==> src/tdsr_pkg.sv <==
// Purpose: shared constants and types for the tone digit serial readout
// Assumes: 100 MHz system clock, pins sampled through two flip-flops
// Notes: guard times are figures in microseconds, cycles derived from them
package tdsr_pkg;

	// system clock rate
	localparam int TDSR_CLK_MHZ = 100;

	// guard times of the delayed steering path, in microseconds
	localparam int TDSR_GUARD_ON_US = 40000;
	localparam int TDSR_GUARD_OFF_US = 40000;
	localparam int TDSR_GUARD_ON_CYC = TDSR_GUARD_ON_US * TDSR_CLK_MHZ;
	localparam int TDSR_GUARD_OFF_CYC = TDSR_GUARD_OFF_US * TDSR_CLK_MHZ;

	// digit code width and shift pulse counts
	localparam int TDSR_CODE_W = 4;
	localparam logic [2:0] TDSR_CNT_IDLE = 3'h0;
	localparam logic [2:0] TDSR_CNT_FIRST = 3'h1;
	localparam logic [2:0] TDSR_CNT_LAST = 3'h4;
	localparam logic [3:0] TDSR_CODE_RST = 4'h0;

	// code per tone pair, entry index {row, column}, entry 0 lowest
	// rows 697/770/852/941 Hz, columns 1209/1336/1477/1633 Hz
	localparam logic [63:0] TDSR_CODE_LUT = 64'h0cab_f987_e654_d321;

	// pins after synchronisation
	typedef struct packed {
		logic tone;
		logic energy;
		logic shift;
		logic sleep;
		logic delayed;
		logic [1:0] row;
		logic [1:0] col;
	} tdsr_pins_t;

	localparam tdsr_pins_t TDSR_PINS_RST = '0;

	// readout sequencer states
	typedef enum logic [1:0] {
		TDSR_ST_WAIT = 2'b00,
		TDSR_ST_READY = 2'b01,
		TDSR_ST_SHIFT = 2'b10
	} tdsr_state_t;

endpackage

==> src/tdsr_readout.sv <==
// Purpose: steering flags and serial digit readout of a tone digit receiver
// Assumes: all pin inputs are asynchronous, analog front end is outside
// Notes: shift pulses are sampled by clk_i, so they must last over 10 ns

module tdsr_readout #(
	parameter int GUARD_ON_CYC = tdsr_pkg::TDSR_GUARD_ON_CYC,
	parameter int GUARD_OFF_CYC = tdsr_pkg::TDSR_GUARD_OFF_CYC
) (
	// clock and reset
	input wire logic clk_i,
	input wire logic rst_i,
	// front end detector results
	input wire logic tone_present_i,
	input wire logic [1:0] tone_row_i,
	input wire logic [1:0] tone_col_i,
	input wire logic energy_present_i,
	// variant strap, high selects delayed steering
	input wire logic delayed_steering_i,
	// controller side pins
	input wire logic shift_pulse_i,
	input wire logic sleep_request_i,
	// outputs
	output logic early_tone_flag_o,
	output logic validated_digit_flag_o,
	output logic serial_out_cadence_o
);

	tdsr_pkg::tdsr_pins_t pins_in;
	tdsr_pkg::tdsr_pins_t meta_reg;
	tdsr_pkg::tdsr_pins_t pins_reg;
	tdsr_pkg::tdsr_state_t state_reg;
	tdsr_pkg::tdsr_state_t state_next;
	logic [3:0] digit_reg;
	logic [3:0] digit_next;
	logic [3:0] shreg_reg;
	logic [3:0] shreg_next;
	logic [2:0] cnt_reg;
	logic [2:0] cnt_next;
	logic shift_prev_reg;
	logic steer_prev_reg;
	logic sd_reg;
	logic sd_next;
	logic early_reg;
	logic valid_flag_reg;
	logic guard_valid;

	// gather pins so one two-stage synchroniser covers them all
	assign pins_in.tone = tone_present_i;
	assign pins_in.energy = energy_present_i;
	assign pins_in.shift = shift_pulse_i;
	assign pins_in.sleep = sleep_request_i;
	assign pins_in.delayed = delayed_steering_i;
	assign pins_in.row = tone_row_i;
	assign pins_in.col = tone_col_i;

	// synchroniser, first stage feeds only the second
	always_ff @(posedge clk_i or posedge rst_i) begin
		if (rst_i) begin
			meta_reg <= tdsr_pkg::TDSR_PINS_RST;
			pins_reg <= tdsr_pkg::TDSR_PINS_RST;
		end else begin
			meta_reg <= pins_in;
			pins_reg <= meta_reg;
		end
	end

	// sleep forces the sequencer, the guard and all three outputs idle
	wire logic asleep = pins_reg.sleep;

	// delayed steering validation
	tdsr_guard_timer #(
		.ON_CYC(GUARD_ON_CYC),
		.OFF_CYC(GUARD_OFF_CYC)
	) u_guard (
		.clk_i(clk_i),
		.rst_i(rst_i),
		.clear_i(asleep),
		.present_i(pins_reg.tone),
		.valid_o(guard_valid)
	);

	// code lookup by tone pair
	wire logic [3:0] lut_idx = {pins_reg.row, pins_reg.col};
	wire logic [3:0] lut_code =
		tdsr_pkg::TDSR_CODE_LUT[lut_idx * tdsr_pkg::TDSR_CODE_W
		+: tdsr_pkg::TDSR_CODE_W];

	// steering source picked by the variant strap
	wire logic steer = !asleep && (pins_reg.delayed ? guard_valid
		: pins_reg.tone);
	wire logic steer_rise = steer && !steer_prev_reg;
	wire logic shift_rise = pins_reg.shift && !shift_prev_reg;
	wire logic shift_fall = !pins_reg.shift && shift_prev_reg;

	// the digit follows the detector while a tone is present, so the
	// code is the last one heard even if the tone drops before readout
	assign digit_next = pins_reg.tone ? lut_code : digit_reg;

	// readout sequencer
	always_comb begin
		state_next = state_reg;
		shreg_next = shreg_reg;
		cnt_next = cnt_reg;
		unique case (state_reg)
			tdsr_pkg::TDSR_ST_WAIT: begin
				// extra pulses land here and do nothing
				if (steer_rise) begin
					state_next = tdsr_pkg::TDSR_ST_READY;
				end
			end
			tdsr_pkg::TDSR_ST_READY: begin
				if (shift_rise) begin
					shreg_next = digit_reg;
					cnt_next = tdsr_pkg::TDSR_CNT_FIRST;
					state_next = tdsr_pkg::TDSR_ST_SHIFT;
				end
			end
			tdsr_pkg::TDSR_ST_SHIFT: begin
				// steering rises are not seen here, a stalled transfer
				// must be finished before the next digit is captured
				if (shift_rise && cnt_reg != tdsr_pkg::TDSR_CNT_LAST) begin
					shreg_next = {1'b0, shreg_reg[3:1]};
					cnt_next = cnt_reg + 3'h1;
				end else if (shift_fall && cnt_reg == tdsr_pkg::TDSR_CNT_LAST) begin
					cnt_next = tdsr_pkg::TDSR_CNT_IDLE;
					state_next = tdsr_pkg::TDSR_ST_WAIT;
				end
			end
			default: begin
				state_next = tdsr_pkg::TDSR_ST_WAIT;
			end
		endcase
		if (asleep) begin
			state_next = tdsr_pkg::TDSR_ST_WAIT;
			cnt_next = tdsr_pkg::TDSR_CNT_IDLE;
		end
	end

	// shared pin: low in sleep, serial bit during a transfer, envelope otherwise
	wire logic serial_sel = state_next == tdsr_pkg::TDSR_ST_SHIFT;
	assign sd_next = asleep ? 1'b0
		: serial_sel ? shreg_next[0] : pins_reg.energy;

	// sequencer and output registers
	always_ff @(posedge clk_i or posedge rst_i) begin
		if (rst_i) begin
			state_reg <= tdsr_pkg::TDSR_ST_WAIT;
			shreg_reg <= tdsr_pkg::TDSR_CODE_RST;
			digit_reg <= tdsr_pkg::TDSR_CODE_RST;
			cnt_reg <= tdsr_pkg::TDSR_CNT_IDLE;
			shift_prev_reg <= 1'b0;
			steer_prev_reg <= 1'b0;
			sd_reg <= 1'b0;
			early_reg <= 1'b0;
			valid_flag_reg <= 1'b0;
		end else begin
			state_reg <= state_next;
			shreg_reg <= shreg_next;
			digit_reg <= digit_next;
			cnt_reg <= cnt_next;
			shift_prev_reg <= pins_reg.shift;
			steer_prev_reg <= steer;
			sd_reg <= sd_next;
			early_reg <= !asleep && pins_reg.tone;
			valid_flag_reg <= !asleep && guard_valid;
		end
	end

	assign early_tone_flag_o = early_reg;
	assign validated_digit_flag_o = valid_flag_reg;
	assign serial_out_cadence_o = sd_reg;

	sleep_low_a: assert property (@(posedge clk_i) disable iff (rst_i)
		asleep |=> !sd_reg && !early_reg && !valid_flag_reg)
		else $error("output not low while powered down");

	early_flag_a: assert property (@(posedge clk_i) disable iff (rst_i)
		!asleep |=> early_reg == $past(pins_reg.tone))
		else $error("early flag does not follow tone detection");

	lsb_first_a: assert property (@(posedge clk_i) disable iff (rst_i)
		(state_reg == tdsr_pkg::TDSR_ST_READY && shift_rise && !asleep)
		|=> sd_reg == $past(digit_reg[0]) && shreg_reg == $past(digit_reg))
		else $error("first pulse did not latch code with lsb out");

	bit_order_a: assert property (@(posedge clk_i) disable iff (rst_i)
		(state_reg == tdsr_pkg::TDSR_ST_SHIFT && shift_rise && !asleep
		&& cnt_reg != tdsr_pkg::TDSR_CNT_LAST)
		|=> sd_reg == $past(shreg_reg[1]) && cnt_reg == $past(cnt_reg) + 3'h1)
		else $error("next bit not shifted out in ascending order");

	extra_pulse_a: assert property (@(posedge clk_i) disable iff (rst_i)
		(state_reg == tdsr_pkg::TDSR_ST_WAIT && !steer_rise)
		|=> state_reg == tdsr_pkg::TDSR_ST_WAIT && $stable(shreg_reg))
		else $error("pulse acted without a new steering rise");

	no_relatch_a: assert property (@(posedge clk_i) disable iff (rst_i)
		(state_reg == tdsr_pkg::TDSR_ST_SHIFT && !asleep && !shift_fall)
		|=> state_reg == tdsr_pkg::TDSR_ST_SHIFT)
		else $error("unfinished transfer was abandoned");

	four_bits_a: assert property (@(posedge clk_i) disable iff (rst_i)
		(state_reg == tdsr_pkg::TDSR_ST_SHIFT && shift_fall && !asleep
		&& cnt_reg == tdsr_pkg::TDSR_CNT_LAST)
		|=> state_reg == tdsr_pkg::TDSR_ST_WAIT && sd_reg == $past(pins_reg.energy))
		else $error("transfer did not end after fourth pulse fall");

	cadence_sel_a: assert property (@(posedge clk_i) disable iff (rst_i)
		(state_reg != tdsr_pkg::TDSR_ST_SHIFT && !shift_rise && !asleep)
		|=> sd_reg == $past(pins_reg.energy))
		else $error("cadence not shown outside a transfer");

	decode_a: assert property (@(posedge clk_i) disable iff (rst_i)
		(pins_reg.tone && pins_reg.row == 2'h3 && pins_reg.col == 2'h3)
		|=> digit_reg == 4'h0)
		else $error("tone pair decoded to the wrong code");

endmodule

==> src/tdsr_guard_timer.sv <==
// Purpose: guard timing that turns early tone detection into a valid digit
// Assumes: present_i is already synchronous to clk_i
// Notes: the same counter times tone present and tone absent guards
module tdsr_guard_timer #(
	parameter int ON_CYC = 4000000,
	parameter int OFF_CYC = 4000000
) (
	// clock and reset
	input wire logic clk_i,
	input wire logic rst_i,
	// control
	input wire logic clear_i,
	input wire logic present_i,
	// result
	output logic valid_o
);

	localparam logic [31:0] ON_LIM = 32'(ON_CYC - 1);
	localparam logic [31:0] OFF_LIM = 32'(OFF_CYC - 1);

	logic valid_reg;
	logic valid_next;
	logic [31:0] cnt_reg;
	logic [31:0] cnt_next;

	// a mismatch between input and output runs the counter
	wire logic differ = present_i != valid_reg;
	wire logic [31:0] lim = valid_reg ? OFF_LIM : ON_LIM;
	wire logic expired = differ && (cnt_reg == lim);

	// any blip shorter than the guard restarts the wait from zero
	always_comb begin
		valid_next = valid_reg;
		cnt_next = '0;
		if (clear_i) begin
			valid_next = 1'b0;
		end else if (expired) begin
			valid_next = present_i;
		end else if (differ) begin
			cnt_next = cnt_reg + 32'h1;
		end
	end

	// state
	always_ff @(posedge clk_i or posedge rst_i) begin
		if (rst_i) begin
			valid_reg <= 1'b0;
			cnt_reg <= '0;
		end else begin
			valid_reg <= valid_next;
			cnt_reg <= cnt_next;
		end
	end

	assign valid_o = valid_reg;

	guard_hold_a: assert property (@(posedge clk_i) disable iff (rst_i)
		(!valid_reg && !clear_i && !(present_i && cnt_reg == ON_LIM))
		|=> !valid_reg)
		else $error("digit validated before the guard time ran out");

endmodule

==> config.mk <==
export PLATFORM = sky130hd
export DESIGN_NAME = tdsr_readout
export DESIGN_NICKNAME = d
export VERILOG_FILES = /design/src/tdsr_pkg.sv /design/src/tdsr_readout.sv /design/src/tdsr_guard_timer.sv
export SDC_FILE = /design/constraint.sdc
export NUM_CORES = 1
export LEC_CHECK = 0
export BUFFER_PORTS_ARGS = -buffer_cell sky130_fd_sc_hd__buf_4
export CELL_PAD_IN_SITES_DETAIL_PLACEMENT = 1
export CELL_PAD_IN_SITES_GLOBAL_PLACEMENT = 1
export CORE_MARGIN = 1
export CORE_UTILIZATION = 30
export CTS_CLUSTER_SIZE = 25
export DETAILED_ROUTE_END_ITERATION = 10
export MAX_ROUTING_LAYER = met4
export PLACE_DENSITY_LB_ADDON = 0.05
export SLEW_MARGIN = 20
export SYNTH_ARGS = -nofsm -noshare
export SYNTH_HDL_FRONTEND = slang
export SYNTH_SLANG_ARGS = --single-unit
==> constraint.sdc <==
create_clock -name clk_i -period 4.65 [get_ports clk_i]
set_input_delay 0.2325 -clock clk_i [delete_from_list [all_inputs] [get_ports clk_i]]
set_output_delay 0.2325 -clock clk_i [all_outputs]
set_load 0.05 [all_outputs]
==> summary.md <==
| Metric | Value |
|---|---|
| Rel. slew slack | between 30 and 40% |
| Cell Rows | 37 |
| Syn nets | between 300 and 400 |
| Tot GR Track Use | around 14% |
| Final hold vios | 0 |
| Avg Synthesized Cell Area | roughly 11 um2 |
| Number of diodes | 0 |
| Slowest cell on the critical path | a21o_1 |
| Setup Buffers After CTS | 0 |
| Vias | 2313 |
| First-pass GRT wire length | 12400 um |
| Sink Count | between 60 and 70 |
| Synthesized cell area | between 3000 and 4000 um2 |
| Crit-path max FO | 24 |
| Drt pass-1 iters | 4 |
| Most used cell along the critical path | nor2_1 |
| Final GP Congestion | about 0.71 |
| CP Cell Sequence | nor4b_1, nand4_1, nor2_1, a21o_1, nor2_1 |
| Min Clock Period, post-route | 2.53 ns |
| Die height | 107 um |
| Number of buffers created by CTS | 9 |
| Initial Util | 31.4% |
| Tightest Pin Transition | 0.900 ns |
| Wire length per cell | 15.2 um |
| Clock skew | 0.00863 ns |
| Period utilisation layout | a little over half |
| Root Driver | clkbuf_8 |
| Max reg flops | 32 |
| Final Util | a little over a third |
| Port Buffers | 13 |
| Via-to-Cell Ratio | 4.95 |
| Yosys warns | 0 |
| CP delay by family, top | simple AND/OR/NAND/NOR gates |
| Critical path launch point type | register |
| Post-Syn Instances | 305 |
| Clk buf depth | 2 |
| Buf/Inv on CP | 0 |
| Wirelength, routed | approximately 7100 um |
| WS Path Type | register to register |
| Design Power | 1.29 mW |
| CTS tree | built |
| Pwr per Cell Area | roughly 340 nW/um2 |
| Routed Antenna Nets | 0 |
| Placed cell count | around 440 |
| Critical Path AT | about 2.7 ns |
| Status | finished, final reports clean |
| Die area | between 10000 and 15000 um2 |
| Distinct cells, synth | 50 |
| Maximum vdd drop | between 0.0001 and 0.00015 V |
| Post-Layout Cell Count | between 400 and 500 |
| Layout cells sized above 1 | 12.7% |
| Setup-failing EPs final | 0 |
| Initial antenna violation count | 0 |
| Fmax | roughly 390 MHz |
| DRC | 0 |
| Worst hold margin | 0.166 ns |
| DIE WIDTH | around 110 um |
| Resized Gates After CTS | 0 |
| Vias in the first global route | about 2.5k |
| Hold Path Class | input pin to asynchronous set/reset pin |
| Yosys reg bits | just under 70 |
| RSZ-0062 raised after global routing | no |
| Register area share after synthesis | 52.3% |
| Max-slew violations | 0 |
| Pin count of the biggest net entering global routing | 70 |
| Clock slew at reported path FFs | about 0.080 ns |
| Required time worst endpoint | just under 5 ns |
| GR Overflow Total | 0 |
| Sum Neg Setup Slack | 0 ns |
| First DRT Iteration DRCs | 59 |
| CORE AREA | ~11000 um2 |
| Clk_lat worst skew | 0.34 ns |
| # nets final | 350 |
| Hold Buf Count CTS | 9 |
| Number of max-cap violations | 0 |
| H-tree depth | 3 |
| Io pins | 14 |
| Leakage power | roughly 1.6 nW |
| Dpl hpwl | between 4000 and 5000 um |
| Element type at the critical path end | register |
| CP peak stage delay | ~0.79 ns |
| Area grow syn2layout | 16.3% |
==> worst reg2reg max path: stages, from the launching register on <==
cell	delay [ns]
dfrtp_1	0.44
nor4b_1	0.41
nand4_1	0.14
nor2_1	0.49
a21o_1	0.79
nor2_1	0.13
==> report_power, final <==
group	total, mW	internal (mW)	switching, mW
registers	0.631	0.616	0.0146
logic	0.0706	0.0292	0.0414
clock network	0.588	0.354	0.234
==> final cells by class <==
cell class / count / area (um2)
clock buffers: 9 / 124
clock inverters: 7 / 114
fillers: 1151 / 6670
inverters: 12 / 45.0
multi-input cells: 211 / 1470
flip-flops and latches: 69 / 1730
well taps: 136 / 170
repair buffers: 23 / 195
==> synth_stat cells, drive strengths merged <==
cell type	instances	area share, %
mux2	2	0.68
nor2b	4	0.76
nor2	37	4.2
a2111oi	1	0.83
nor3	5	0.76
o311a	1	0.30
and2	4	0.76
nor3b	4	0.91
a2bb2oi	1	0.27
o31a	1	0.27
mux2i	7	2.1
ha	13	4.9
inv	12	1.4
and3	9	2.0
nor4b	2	0.53
buf	8	1.7
o22ai	2	0.38
nand3	12	2.2
xor2	17	4.5
nand4	13	2.5
a22oi	5	1.1
a31o	1	0.27
dfrtp	69	52
o221ai	1	0.27
nand4b	1	0.27
a211oi	1	0.23
a21o	2	0.45
and4	2	0.57
a22o	4	1.1
and3b	1	0.27
o21ai	9	1.4
a311oi	1	0.27
or3b	1	0.27
or3	3	0.57
a21oi	10	1.5
clkbuf	5	0.57
nor4	5	1.1
or4	2	0.45
a32o	3	0.91
xnor2	8	2.1
o31ai	1	0.23
nand2	12	1.4
nand2b	3	0.57
==> per-stage QoR <==
step	instance area (um2)	worst slack, ns
after global placement	3510	2.09
after CTS	3830	2.07
after floorplan	3300	2.68
after detailed placement	3510	2.07
final	3840	2.12
after global routing	3840	1.89
==> routing by layer <==
layer	global-route usage [%]	up-vias	routed length, um
met5	-	-	0
met4	4.70	0	110
met3	3.65	9	191
met2	21.1	27	3120
met1	19.5	1153	3660
li1	-	1124	-
==> worst paths after layout <==
check	cells past startpoint	endpoint	slack, ns	from
max in group asynchronous	3	u_guard.cnt_reg[14]	3.90	rst_i
min in group clk_i	0	lut_idx[3]	0.35	meta_reg[3]
setup / recovery	5	u_guard.cnt_reg[27]	2.12	u_guard.cnt_reg[13]
setup reg to reg	5	u_guard.cnt_reg[27]	2.12	u_guard.cnt_reg[13]
hold reg to reg	0	lut_idx[3]	0.35	meta_reg[3]
hold / removal	3	u_guard.cnt_reg[20]	0.17	rst_i
==> logic make-up (layout without fill, tap and decap cells) <==
group,after synthesis,in the layout,synth area share [%]
buffers and inverters,25,51,3.60
AND/OR/NAND/NOR,120,120,20.1
multiplexers,9,9,2.80
AO/OA/AOI/OAI,44,44,9.73
flip-flops,69,69,52.3
XOR/XNOR,25,25,6.63
adder cells (fa/ha/maj),13,13,4.92
==> cells in the final DEF, fill, tap and decap left out, types with 9 or more instances in the layout <==
cell type / netlist / layout
nand2_1: 12 / 12
clkbuf_8: 0 / 9
o21ai_0: 9 / 9
xor2_1: 17 / 17
ha_1: 13 / 13
nand3_1: 11 / 11
a21oi_1: 10 / 10
buf_4: 2 / 14
nand4_1: 13 / 13
nor2_1: 37 / 37
dlygate4sd3_1: 0 / 9
inv_1: 12 / 11
dfrtp_1: 69 / 69
Note: power is estimated with default switching activity, not from simulation.
